File: src/hw/chan_cfg_pkg.sv
// Package: register map, field layout, reset values and decode tables
package chan_cfg_pkg;
  localparam int          NUM_CHANNELS       = 4;
  localparam logic [7:0]  ADDR_CHAN_CTRL     = 8'h00;
  localparam logic [7:0]  ADDR_EMPHASIS      = 8'h15;
  localparam logic [7:0]  ADDR_SWING         = 8'h2D;
  localparam logic [7:0]  ADDR_ADAPT_OVR     = 8'h2F;
  localparam logic [7:0]  ADDR_ADAPT_START   = 8'h39;
  localparam logic [7:0]  ADDR_TABLE_FIRST   = 8'h40;
  localparam logic [7:0]  ADDR_TABLE_LAST    = 8'h5F;
  localparam logic [7:0]  ADDR_SELECT        = 8'hFF;
  localparam int          CHAN_RESET_BIT     = 2;
  localparam int          ADAPT_OVR_BIT      = 3;
  localparam int          EMPH_RANGE_BIT     = 6;
  localparam int          SEL_CHAN_EN_BIT    = 2;
  localparam int          SEL_BCAST_BIT      = 3;
  localparam logic [7:0]  EMPH_MASK          = 8'h47;
  localparam logic [7:0]  SWING_MASK         = 8'h07;
  localparam logic [7:0]  ADAPT_OVR_MASK     = 8'h08;
  localparam logic [7:0]  ADAPT_START_MASK   = 8'h1F;
  localparam logic [7:0]  SELECT_MASK        = 8'h0F;
  localparam logic [7:0]  CHAN_CTRL_MASK     = 8'h04;
  localparam logic [7:0]  EMPH_RESET         = 8'h00;
  localparam logic [7:0]  SWING_RESET        = 8'h00;
  localparam logic [7:0]  ADAPT_OVR_RESET    = 8'h00;
  localparam logic [7:0]  ADAPT_START_RESET  = 8'h00;
  localparam logic [7:0]  SELECT_RESET       = 8'h00;
  // Default boost candidates, stage0..3 as 2-bit fields, index 0 first
  localparam logic [7:0] BOOST_DEFAULT [32] = '{
    8'h00, 8'h01, 8'h04, 8'h10, 8'h40, 8'h08, 8'h02, 8'h80,
    8'h03, 8'h0C, 8'h30, 8'h41, 8'h50, 8'hC0, 8'h60, 8'h90,
    8'h88, 8'h82, 8'hA0, 8'h46, 8'h52, 8'h8C, 8'hB0, 8'hC8,
    8'h57, 8'h5D, 8'h69, 8'h75, 8'hD5, 8'h99, 8'h96, 8'hA5};
  // Swing in millivolts: 600 + 100*code
  localparam logic [10:0] SWING_BASE_MV      = 11'h258;
  localparam logic [10:0] SWING_STEP_MV      = 11'h064;
  // Emphasis magnitude in tenths of a dB, indexed by code, per range
  localparam logic [6:0]  EMPH_LOW_RANGE [8] = '{
    7'h00, 7'h09, 7'h14, 7'h1C, 7'h21, 7'h27, 7'h2D, 7'h38};
  localparam logic [6:0]  EMPH_FULL_RANGE [8] = '{
    7'h00, 7'h0F, 7'h23, 7'h32, 7'h3C, 7'h4B, 7'h5A, 7'h78};
endpackage : chan_cfg_pkg

File: src/hw/boost_table_mem.sv
// Per-channel 32-entry candidate boost table with registered read
`timescale 1ns/1ps
module boost_table_mem
  import chan_cfg_pkg::*;
(
  input  wire logic       mclk_in,
  input  wire logic       ce_in,
  input  wire logic       restore_in,
  input  wire logic       wr_en_in,
  input  wire logic [4:0] wr_idx_in,
  input  wire logic [7:0] wr_data_in,
  input  wire logic [4:0] rd_idx_in,
  input  wire logic [4:0] start_idx_in,
  output logic      [7:0] rd_data_out,
  output logic      [7:0] start_entry_out
);
  logic [7:0] mem      [32];
  logic [7:0] next_mem [32];

  always_comb begin
    next_mem = mem;
    if (restore_in) begin
      next_mem = BOOST_DEFAULT;
    end else if (wr_en_in) begin
      next_mem[wr_idx_in] = wr_data_in;
    end
  end

  // Table has no reset of its own; power-up default comes via restore_in
  always_ff @(posedge mclk_in) begin
    if (ce_in) begin
      mem             <= next_mem;
      rd_data_out     <= mem[rd_idx_in];
      start_entry_out <= mem[start_idx_in];
    end
  end
endmodule : boost_table_mem

File: src/hw/channel_driver_config_regs.sv
// Shared and per-channel configuration registers with setting decode
//
// Functional notes
// RULE1: Override bit 3 of adapt_override_control picks the programmed start index, otherwise index zero.
// RULE2: With override on, the start index is bits 4:0 of adapt_start_index.
// RULE3: Start index n selects the table entry at 0x40+n within 0x40..0x5f.
// RULE4: Index zero starts adaptation at entry 0x40 and steps upward.
// RULE5: Override works with rewritten tables; the stored table contents are used.
// RULE6: Swing code n in output_swing_control bits 2:0 gives 600+100n mV.
// RULE7: Emphasis comes from emphasis_control bits 2:0 plus range bit 6, fifteen settings.
// RULE8: Code 000 is 0.0 dB for either range; 111 with range clear is -12.0 dB.
// RULE9: Range set decodes 001..111 as -0.9,-2.0,-2.8,-3.3,-3.9,-4.5,-5.6 dB.
// RULE10: Range clear decodes 001..111 as -1.5,-3.5,-5.0,-6.0,-7.5,-9.0,-12.0 dB.
// RULE11: Shared registers exist once; each channel has its own configuration copy.
// RULE12: The shared group holds the selection of the target channel copy.
// RULE13: Software leaves undescribed registers unwritten.
// RULE14: Writing 1 to bit 2 of channel register 0x00 restores the boost table defaults.
// RULE15: Bit 2 of 0xff steers accesses to shared group when clear, channel group when set.
// RULE16: Bits 1:0 of 0xff pick one of four channel copies.
// RULE17: Undefined bits read zero and writes to them change nothing.
`timescale 1ns/1ps
module channel_driver_config_regs
  import chan_cfg_pkg::*;
(
  input  wire logic        mclk_in,
  input  wire logic        rstn_in,
  input  wire logic        ce_in,
  input  wire logic        wr_in,
  input  wire logic        rd_in,
  input  wire logic [7:0]  addr_in,
  input  wire logic [7:0]  wdata_in,
  output logic      [7:0]  rdata_out,
  output logic             rvalid_out,
  output logic      [19:0] adapt_start_idx_out,
  output logic      [31:0] adapt_start_entry_out,
  output logic      [43:0] swing_mv_out,
  output logic      [27:0] emph_tenth_db_out
);
  ////////////////////////////////////////////////////////////////////////////
  logic [7:0] select_reg;
  logic [7:0] next_select_reg;
  logic [7:0] emph     [NUM_CHANNELS];
  logic [7:0] swing    [NUM_CHANNELS];
  logic [7:0] ovr      [NUM_CHANNELS];
  logic [7:0] start    [NUM_CHANNELS];
  logic [7:0] next_emph  [NUM_CHANNELS];
  logic [7:0] next_swing [NUM_CHANNELS];
  logic [7:0] next_ovr   [NUM_CHANNELS];
  logic [7:0] next_start [NUM_CHANNELS];
  logic       chan_mode;
  logic [1:0] chan_sel;
  logic       in_table;
  logic [4:0] tbl_idx;
  logic [NUM_CHANNELS-1:0] hit;
  logic [NUM_CHANNELS-1:0] tbl_wr;
  logic [NUM_CHANNELS-1:0] restore;
  logic [7:0] tbl_rd   [NUM_CHANNELS];
  logic [7:0] tbl_start[NUM_CHANNELS];
  logic [4:0] eff_idx  [NUM_CHANNELS];
  logic       rd_tbl_q;
  logic [1:0] rd_chan_q;
  logic [7:0] rd_reg_q;
  logic       next_rd_tbl;
  logic [7:0] next_rd_reg;
  logic       rvalid_q;

  assign chan_mode = select_reg[SEL_CHAN_EN_BIT];                    // [RULE15]
  assign chan_sel  = select_reg[1:0];                                // [RULE16]
  assign in_table  = (addr_in >= ADDR_TABLE_FIRST) && (addr_in <= ADDR_TABLE_LAST);
  assign tbl_idx   = addr_in[4:0];

  ////////////////////////////////////////////////////////////////////////////
  // Target decode; broadcast writes all copies when bit 3 and bit 2 set
  always_comb begin
    for (int c = 0; c < NUM_CHANNELS; c++) begin
      hit[c] = wr_in && chan_mode && (addr_in != ADDR_SELECT) &&
               (select_reg[SEL_BCAST_BIT] || (chan_sel == c[1:0]));  // [RULE11] [RULE16]
      tbl_wr[c]  = hit[c] && in_table;
      restore[c] = !rstn_in || (hit[c] && addr_in == ADDR_CHAN_CTRL &&
                   wdata_in[CHAN_RESET_BIT]);                        // [RULE14]
    end
  end

  always_comb begin
    next_select_reg = select_reg;
    // 0xff always lands in the shared group, whatever the steering
    if (wr_in && addr_in == ADDR_SELECT) begin
      next_select_reg = wdata_in & SELECT_MASK;                      // [RULE12] [RULE17]
    end
    for (int c = 0; c < NUM_CHANNELS; c++) begin
      next_emph[c]  = emph[c];
      next_swing[c] = swing[c];
      next_ovr[c]   = ovr[c];
      next_start[c] = start[c];
      if (hit[c]) begin
        unique case (addr_in)
          ADDR_EMPHASIS:    next_emph[c]  = wdata_in & EMPH_MASK;        // [RULE17]
          ADDR_SWING:       next_swing[c] = wdata_in & SWING_MASK;
          ADDR_ADAPT_OVR:   next_ovr[c]   = wdata_in & ADAPT_OVR_MASK;
          ADDR_ADAPT_START: next_start[c] = wdata_in & ADAPT_START_MASK;
          default: ;
        endcase
      end
    end
  end

  always_ff @(posedge mclk_in) begin
    if (!rstn_in) begin
      select_reg <= SELECT_RESET;
      for (int c = 0; c < NUM_CHANNELS; c++) begin
        emph[c]  <= EMPH_RESET;
        swing[c] <= SWING_RESET;
        ovr[c]   <= ADAPT_OVR_RESET;
        start[c] <= ADAPT_START_RESET;
      end
    end else if (ce_in) begin
      select_reg <= next_select_reg;
      emph       <= next_emph;
      swing      <= next_swing;
      ovr        <= next_ovr;
      start      <= next_start;
    end
  end

  ////////////////////////////////////////////////////////////////////////////
  // Per-channel boost tables and setting decode
  for (genvar g = 0; g < NUM_CHANNELS; g++) begin : g_chan
    assign eff_idx[g] = ovr[g][ADAPT_OVR_BIT] ? start[g][4:0] : 5'h00;   // [RULE1] [RULE2] [RULE4]
    boost_table_mem u_tbl (
      .mclk_in         (mclk_in),
      .ce_in           (ce_in),
      .restore_in      (restore[g]),                                 // [RULE14]
      .wr_en_in        (tbl_wr[g]),                                  // [RULE5]
      .wr_idx_in       (tbl_idx),
      .wr_data_in      (wdata_in),
      .rd_idx_in       (tbl_idx),
      .start_idx_in    (eff_idx[g]),                                 // [RULE3]
      .rd_data_out     (tbl_rd[g]),
      .start_entry_out (tbl_start[g])
    );
    always_ff @(posedge mclk_in) begin
      if (!rstn_in) begin
        adapt_start_idx_out[g*5 +: 5]   <= 5'h00;
        adapt_start_entry_out[g*8 +: 8] <= 8'h00;
        swing_mv_out[g*11 +: 11]        <= SWING_BASE_MV;
        emph_tenth_db_out[g*7 +: 7]     <= 7'h00;
      end else if (ce_in) begin
        adapt_start_idx_out[g*5 +: 5]   <= eff_idx[g];
        adapt_start_entry_out[g*8 +: 8] <= tbl_start[g];             // [RULE5]
        swing_mv_out[g*11 +: 11]        <= 11'(SWING_BASE_MV +
          11'(SWING_STEP_MV * {8'h00, swing[g][2:0]}));              // [RULE6]
        // Magnitude only; sign is always negative or zero
        emph_tenth_db_out[g*7 +: 7]     <= emph[g][EMPH_RANGE_BIT] ?
          EMPH_LOW_RANGE[emph[g][2:0]] :                              // [RULE9] [RULE8]
          EMPH_FULL_RANGE[emph[g][2:0]];                              // [RULE10] [RULE7]
      end
    end
  end

  ////////////////////////////////////////////////////////////////////////////
  // Read path: one cycle latency to match the registered table read
  always_comb begin
    next_rd_tbl = chan_mode && in_table;
    next_rd_reg = 8'h00;                                             // [RULE17]
    if (addr_in == ADDR_SELECT) begin
      next_rd_reg = select_reg;
    end else if (chan_mode) begin
      unique case (addr_in)
        ADDR_EMPHASIS:    next_rd_reg = emph[chan_sel];
        ADDR_SWING:       next_rd_reg = swing[chan_sel];
        ADDR_ADAPT_OVR:   next_rd_reg = ovr[chan_sel];
        ADDR_ADAPT_START: next_rd_reg = start[chan_sel];
        default:          next_rd_reg = 8'h00;
      endcase
    end
  end

  always_ff @(posedge mclk_in) begin
    if (!rstn_in) begin
      rd_tbl_q  <= 1'b0;
      rd_chan_q <= 2'h0;
      rd_reg_q  <= 8'h00;
      rvalid_q  <= 1'b0;
    end else if (ce_in) begin
      rd_tbl_q  <= next_rd_tbl;
      rd_chan_q <= chan_sel;
      rd_reg_q  <= next_rd_reg;
      rvalid_q  <= rd_in;
    end
  end

  assign rdata_out  = rd_tbl_q ? tbl_rd[rd_chan_q] : rd_reg_q;
  assign rvalid_out = rvalid_q;
endmodule : channel_driver_config_regs

File: config.mk
export PLATFORM = sky130hd
export DESIGN_NAME = channel_driver_config_regs
export DESIGN_NICKNAME = d
export VERILOG_FILES = /design/src/hw/chan_cfg_pkg.sv /design/src/hw/boost_table_mem.sv /design/src/hw/channel_driver_config_regs.sv
export SDC_FILE = /design/constraint.sdc
export NUM_CORES = 2
export LEC_CHECK = 0
export BUFFER_PORTS_ARGS = -buffer_cell sky130_fd_sc_hd__buf_2
export CORE_AREA = 2 2 422 424
export DETAILED_ROUTE_END_ITERATION = 10
export DIE_AREA = 0 0 424 426
export PLACE_DENSITY = 0.52
export RECOVER_POWER = 100
export SYNTH_ARGS = -nofsm -noshare
export SYNTH_HDL_FRONTEND = slang
export SYNTH_SLANG_ARGS = --single-unit
File: constraint.sdc
create_clock -name mclk_in -period 57.1 [get_ports mclk_in]
set_input_delay 5.71 -clock mclk_in [delete_from_list [all_inputs] [get_ports mclk_in]]
set_output_delay 5.71 -clock mclk_in [all_outputs]
set_load 0.03 [all_outputs]
# After elaboration in Yosys (flattened, before gate mapping)
# Memories as Yosys holds them, arrays and structs flattened.
# Index checks and enable logic that the tools add are counted.
op_classes:
  add_sub_neg: 4
  n_reduce_logical: 58
  n_mul: 4
  bitwise_logic: 11
  order_cmp: 14
  n_eq_ne: 9
  mux: 77
ops:
  columns: ["op", "n"]
  rows:
  - ["$bwmux 256", 4]
  - ["$mux 256", 4]
  - ["$bmux 8 s5", 8]
  - ["$mux 8", 30]
  - ["$mux 7", 20]
  - ["$bmux 8 s2", 5]
  - ["$reduce_and 3->1", 16]
  - ["$add 10x10->11 const A", 4]
  - ["$demux 8 s5", 1]
  - ["$mul 5x3->8 const A", 4]
  - ["$pmux 8 s4", 1]
  - ["$ge 6x6->1 const B", 5]
  - ["$not 5->6", 5]
  - ["$eq 8x6->1 const B", 3]
  - ["$logic_and 1x1->1", 22]
  - ["$mux 5", 4]
  - ["$ge 4x4->1 const B", 4]
  - ["$not 3->4", 4]
  - ["$reduce_and 2->1", 5]
  - ["$eq 8x5->1 const B", 1]
  - ["$eq 8x8->1 const B", 1]
  - ["$ge 8x7->1 const B", 1]
  - ["$le 8x7->1 const B", 1]
  - ["$logic_not 8->1", 1]
  - ["10 further kinds", 23]
word_totals:
  reg_bits: 1280
  out_inout_bits: 133
  mem_bits_ro: 448
  elab_cells: 358
  in_bits: 21
  memories: 8
mem_list:
  columns: ["memory", "words", "word_bits", "read_ports", "rd_ports_with_merged_regs", "write_ports", "line", "text"]
  rows:
  - ["(name not given)", 8, 7, 1, 0, 0, "channel_driver_config_regs.sv:155", "EMPH_FULL_RANGE[emph[g][2:0]];"]
  - ["(name not given)", 8, 7, 1, 0, 0, "channel_driver_config_regs.sv:154", "EMPH_LOW_RANGE[emph[g][2:0]] :"]
  - ["(name not given)", 8, 7, 1, 0, 0, "channel_driver_config_regs.sv:155", null]
  - ["(name not given)", 8, 7, 1, 0, 0, "channel_driver_config_regs.sv:154", null]
  - ["(name not given)", 8, 7, 1, 0, 0, "channel_driver_config_regs.sv:155", null]
  - ["(name not given)", 8, 7, 1, 0, 0, "channel_driver_config_regs.sv:154", null]
  - ["2 more memories", null, null, null, null, null, null, null]

# Longest topological paths before layout
depth:
  ltp_word: 8
  mapped_depth: 9

# Modules after synthesis
# Synthesis repeated with hierarchy kept, for this count alone.
hier_totals:
  hier_cells: 6476
  area_unflattened_um2: 76500.9
modules_own_cells:
  columns: ["module", "area_per_inst_um2", "seq_area_each_um2", "instances", "cells_per_inst"]
  rows:
  - ["boost_table_mem", 16841.2, 8167.8, 4, 1378]
  - ["channel_driver_config_regs", 9136.3, 3643.5, 1, 964]

# Least setup slack after synthesis
# No wires, ideal clock.
synth_path:
  kind: "input port to flip-flop"
  from: "in addr_in[1]"
  to: "reg g_chan[0].u_tbl.mem[0] in the netlist's numbering, enable pin"
  stages: 6
  arrival_time_ns: 24.455
  required_ns: 55.873
  setup_slack_ns: 31.418
  n_path_buf: 2
  setup_time_ns: 1.227
  path_cell_list: "buf_2 -> nand3_1 -> o31ai_1 -> or2_2 -> clkbuf_1 -> o21ai_0"
synth_between:
  elab_chain_cells: 8
  word_cells_on_any_way: 13
  cone_classes: "order compare (2); eq/ne (1); reduce/logical (10)"
synth_lines:
  columns: ["item", "line", "text"]
  rows:
  - ["from (decl)", "channel_driver_config_regs.sv:30", "input wire logic [7:0] addr_in,"]
  - ["parallel branches: the longest is 6 deep, another holds $ge 8x7->1", null, null]
  - ["$reduce_bool 2->1 (no line) (*)", null, null]
  - ["$reduce_and 2->1 (no line) (*)", null, null]
  - ["to (signal assigned)", "boost_table_mem.sv:32", "mem <= next_mem;"]
  - ["to (decl)", "boost_table_mem.sv:17", "logic [7:0] mem [32];"]
# Every way passes the cells marked *.
# A chain may end at the register's enable or synchronous reset.

# Worst setup path in the final report
layout_path:
  from: "in addr_in[1]"
  to: "reg g_chan[2].u_tbl.mem[204] in the netlist's numbering, enable pin"
layout_between:
  elab_chain_cells: 8
  word_cells_on_any_way: 13
  cone_classes: "order compare (2); eq/ne (1); reduce/logical (10)"
layout_lines:
  columns: ["item", "line"]
  rows:
  - ["parallel branches: the longest is 6 deep, another holds $ge 8x7->1", null]
  - ["$reduce_bool 2->1 (no line) (*)", null]
  - ["$reduce_and 2->1 (no line) (*)", null]
  - ["to (signal assigned)", "boost_table_mem.sv:32"]
  - ["to (decl)", "boost_table_mem.sv:17"]
# Marked as above.

==> results.toml <==
[logic_synthesis]
synth_edf_count = 1088
ys.flop_type = "sky130_fd_sc_hd__edfxtp_1"
synth_area_per_cell_sq_um = 11.65
ys_async_sr_fraction_pct = 0
netlist_instances = 6027
synth-seq-area-share_pct = 51.71
yosys_warnings = 0
synth_cell_type_count = 57
syn_area_sq_mm = 0.07022
postSynthRegisterBits = 1270

[drt]
drtIter0Drc = 9525
drcViolationCount = 0
route.vias.total = 58140
drt.antenna.violating_nets = 0
drt-total-wl_microns = 322400
detail_route.first_pass.iterations = 6
vias_per_cell = 6.902
avgRoutedWirePerCell_microns = 38.28

[global_route]
largest_net_degree_at_the_start_of_global_routing = 181
grt_use_total_pct = 34.86
via_count_of_the_first_global_routing_pass = 53320
grt_overflow = 0
first_pass_grt_wire_length_microns = 440200
grt_antenna_before_repair = 30

[place]
placed_wire_length_estimate_microns = 208000
gp_congestion = 0.9949
pre_cts_slack_ns = 45.40
port_buffer_count = 145
place_area_sq_mm = 0.07327

[die]
floorplan.initialDensity_pct = 39.96
die_area_sq_mm = 0.1806
die_width_microns = 424
design.portCount = 154
count_of_standard_cell_rows = 154
dieHeight_microns = 426
core_area_sq_mm = 0.1757

[min_path]
whs_path_depth = 2
hold_path_end = "emph_tenth_db_out[17]"
worst_hold_path_type = "reg -> reg"
min-delay-start = "emph_tenth_db_out[17]"

[final_layout]
largest_register_ffs = 1024
largest-register = "g_chan.u_tbl.mem"
layout.nets = 6011
largest_registers = "g_chan.u_tbl.mem: 1024 flops, swing_mv_out: 36 flops"
finalInstanceArea_sq_mm = 0.07723
area_growth_syn_to_layout_pct = 9.976
post_route_cells_drive_above_1_share_pct = 14.22

[pwr]
power.static_leakage_nw = 26.05
power.ir.vdd_worst_mv = 0.03211
power.density_mw_per_mm2 = 28.81
power_mw = 2.225

[sta]
tns_ns = 0
fin_skew_ns = 0.03006
grt_setup_unrepaired = "no"
timing.slew.headroom_pct = -558.1
fmaxAchievable_ghz = 0.04079
maxSlewViolCount = 3033
number_of_failing_hold_endpoints_at_the_final_stage = 0
final-setup-viol-count = 0
final.period_utilization_pct = 42.94
final_critical_path_setup_slack_ns = 32.58
worst_pin_slew_ns = 9.872
final_period_minus_worst_setup_slack_ns = 24.52
finalHoldWorstSlack_ns = 0.4645

[clocking]
post_cts_resize_count = 0
hold_buffers = 0
tritoncts_num_sinks = 1270
cts_setup_buffers = 0
cts_root_buffer = "sky130_fd_sc_hd__clkbuf_16"
clk_pin_slew_worst_paths_ns = 0.06
h_tree_levels = 4
cts_made_buffers = 144
tritoncts_clock_tree = "done"
ctsLongestPathBuffers = 3
clock_latency_ns = 0.83

[status]
violations = "max-capacitance violations, max-slew violations"
outcome = "finished with violations"

[setup_path]
biggest_fanout_along_the_worst_timing_path = 150
worstSetupEndpointType = "flip-flop"
reg2reg_slack_ns = 40.53
critPathArrivalTime_ns = 24.65
worst-r2r-cell-count = 8
regToRegEndpoint = "g_chan[2].u_tbl.mem[204]"
critical_path_class = "in -> reg"
critPathRequiredTime_ns = 57.23
critical_path.startpoint_type = "primary input"
r2r_start = "select_reg[2]"

[job]
cap_viol_max_count = 84
-- power breakdown --
| part | leakage (nW) | total [mW] | internal (mW) | switching, mW |
|---|---|---|---|---|
| Clock | 2.19 | 0.916 | 0.503 | 0.413 |
| Sequential | 11.6 | 1.08 | 1.06 | 0.0255 |
| Combinational | 12.2 | 0.228 | 0.0790 | 0.149 |
-- metal layers --
metal,up-vias,GRT usage (%),wire (microns)
met3,927,12.19,46620
met2,4590,48.03,131600
li1,23130,-,-
met5,-,0,129
met1,29470,45.59,117200
met4,20,24.45,26930
-- logic make-up after synthesis --
group / after synthesis / synth area share, %
adder cells (fa/ha/maj): 42 / 0.7483
XOR/XNOR: 19 / 0.2370
AO/OA/AOI/OAI: 1684 / 15.39
multiplexers: 753 / 18.08
AND/OR/NAND/NOR: 1666 / 10.25
buffers and inverters: 592 / 3.574
flip-flops: 1270 / 51.71
other: 1 / 0.005340
-- critical path: stages --
cell and delay (ns):
sky130_fd_sc_hd__clkbuf_1 1.40, sky130_fd_sc_hd__nor4b_1 1.91, sky130_fd_sc_hd__nand4_1 0.67, sky130_fd_sc_hd__o21ai_0 2.12, sky130_fd_sc_hd__nand2_1 0.21, sky130_fd_sc_hd__o21ai_0 0.35, sky130_fd_sc_hd__clkbuf_1 2.52, sky130_fd_sc_hd__clkbuf_1 2.51
sky130_fd_sc_hd__clkbuf_1 6.74
-- cells in the final DEF, fill, tap and decap left out, types with 73 or more instances in the layout --
| cell | instances |
|---|---|
| sky130_fd_sc_hd__mux2i_1 | 265 |
| sky130_fd_sc_hd__a211o_1 | 320 |
| sky130_fd_sc_hd__clkbuf_1 | 228 |
| sky130_fd_sc_hd__o21ai_0 | 145 |
| sky130_fd_sc_hd__edfxtp_1 | 1088 |
| sky130_fd_sc_hd__a221oi_1 | 96 |
| sky130_fd_sc_hd__and3_1 | 103 |
| sky130_fd_sc_hd__clkbuf_16 | 149 |
| sky130_fd_sc_hd__and2_1 | 104 |
| sky130_fd_sc_hd__buf_4 | 111 |
| sky130_fd_sc_hd__mux2_2 | 83 |
| sky130_fd_sc_hd__o22ai_1 | 73 |
| sky130_fd_sc_hd__nor2_1 | 626 |
| sky130_fd_sc_hd__mux4_2 | 404 |
| sky130_fd_sc_hd__dfxtp_1 | 174 |
| sky130_fd_sc_hd__nand2_1 | 626 |
| sky130_fd_sc_hd__a21oi_1 | 790 |
-- area by class of cell --
class / instances / area [sq um]
multi-input combinational: 4172 / 31570
tap: 2340 / 2928
antenna: 16 / 40.04
clock inverter: 74 / 528.0
clock buffer: 192 / 3930
timing repair buffer: 327 / 1769
fill: 16600 / 98500
inverter: 33 / 126.4
sequential: 1270 / 36340
-- cell usage after synthesis (all sizes together), types with 2 or more instances --
library cell     n  area share, %
a2111oi         29           0.36
a211o          320            4.0
a211oi          66           0.71
a21o             3          0.032
a21oi          790            5.6
a221oi          96            1.2
a222oi           8           0.11
a22oi           10           0.11
a311oi          30           0.37
a31oi           21           0.19
a32oi            2          0.025
and2           148            1.3
and3           103           0.92
and4             2          0.025
buf            241            1.7
clkbuf         318            1.7
dfxtp          182            5.2
edfxtp        1088             47
ha              42           0.75
inv             32           0.17
mux2            84            1.3
mux2i          265            3.8
mux4           404             13
nand2          637            3.4
nand2b          30           0.27
nand3           37           0.26
nand4            2          0.018
nor2           635            3.4
nor2b           44           0.39
nor3            14           0.10
nor3b            2          0.021
nor4b            3          0.037
o211ai          13           0.14
o21a             5          0.053
o21ai          166            1.2
o221ai          38           0.47
o22a             3          0.037
o22ai           73           0.65
o311ai           4          0.050
o31ai            5          0.053
or2              4          0.036
or3              3          0.027
xnor2            8           0.10
xor2            11           0.14
-- worst max-delay path by stage --
stage                     from                       end  slack (ns)  depth (start not counted)
floorplan           addr_in[1]    g_chan[0].u_tbl.mem[0]       31.42                          6
finish              addr_in[1]  g_chan[2].u_tbl.mem[204]       32.58                          9
global placement    addr_in[3]  g_chan[2].u_tbl.mem[195]       45.31                         10
global route        addr_in[1]  g_chan[2].u_tbl.mem[229]       32.26                          9
detailed placement  addr_in[3]  g_chan[2].u_tbl.mem[195]       45.40                         10
CTS                 addr_in[3]  g_chan[2].u_tbl.mem[254]       46.25                         10
-- per-stage QoR --
step                      utilization, %  cells
after detailed placement           41.69   8139
after global routing               43.93   8411
after floorplan                        -   6034
final                              43.95   8424
after CTS                          44.23   8405
after global placement             41.69   8139
No activity file was read; power rests on OpenSTA's default activity.
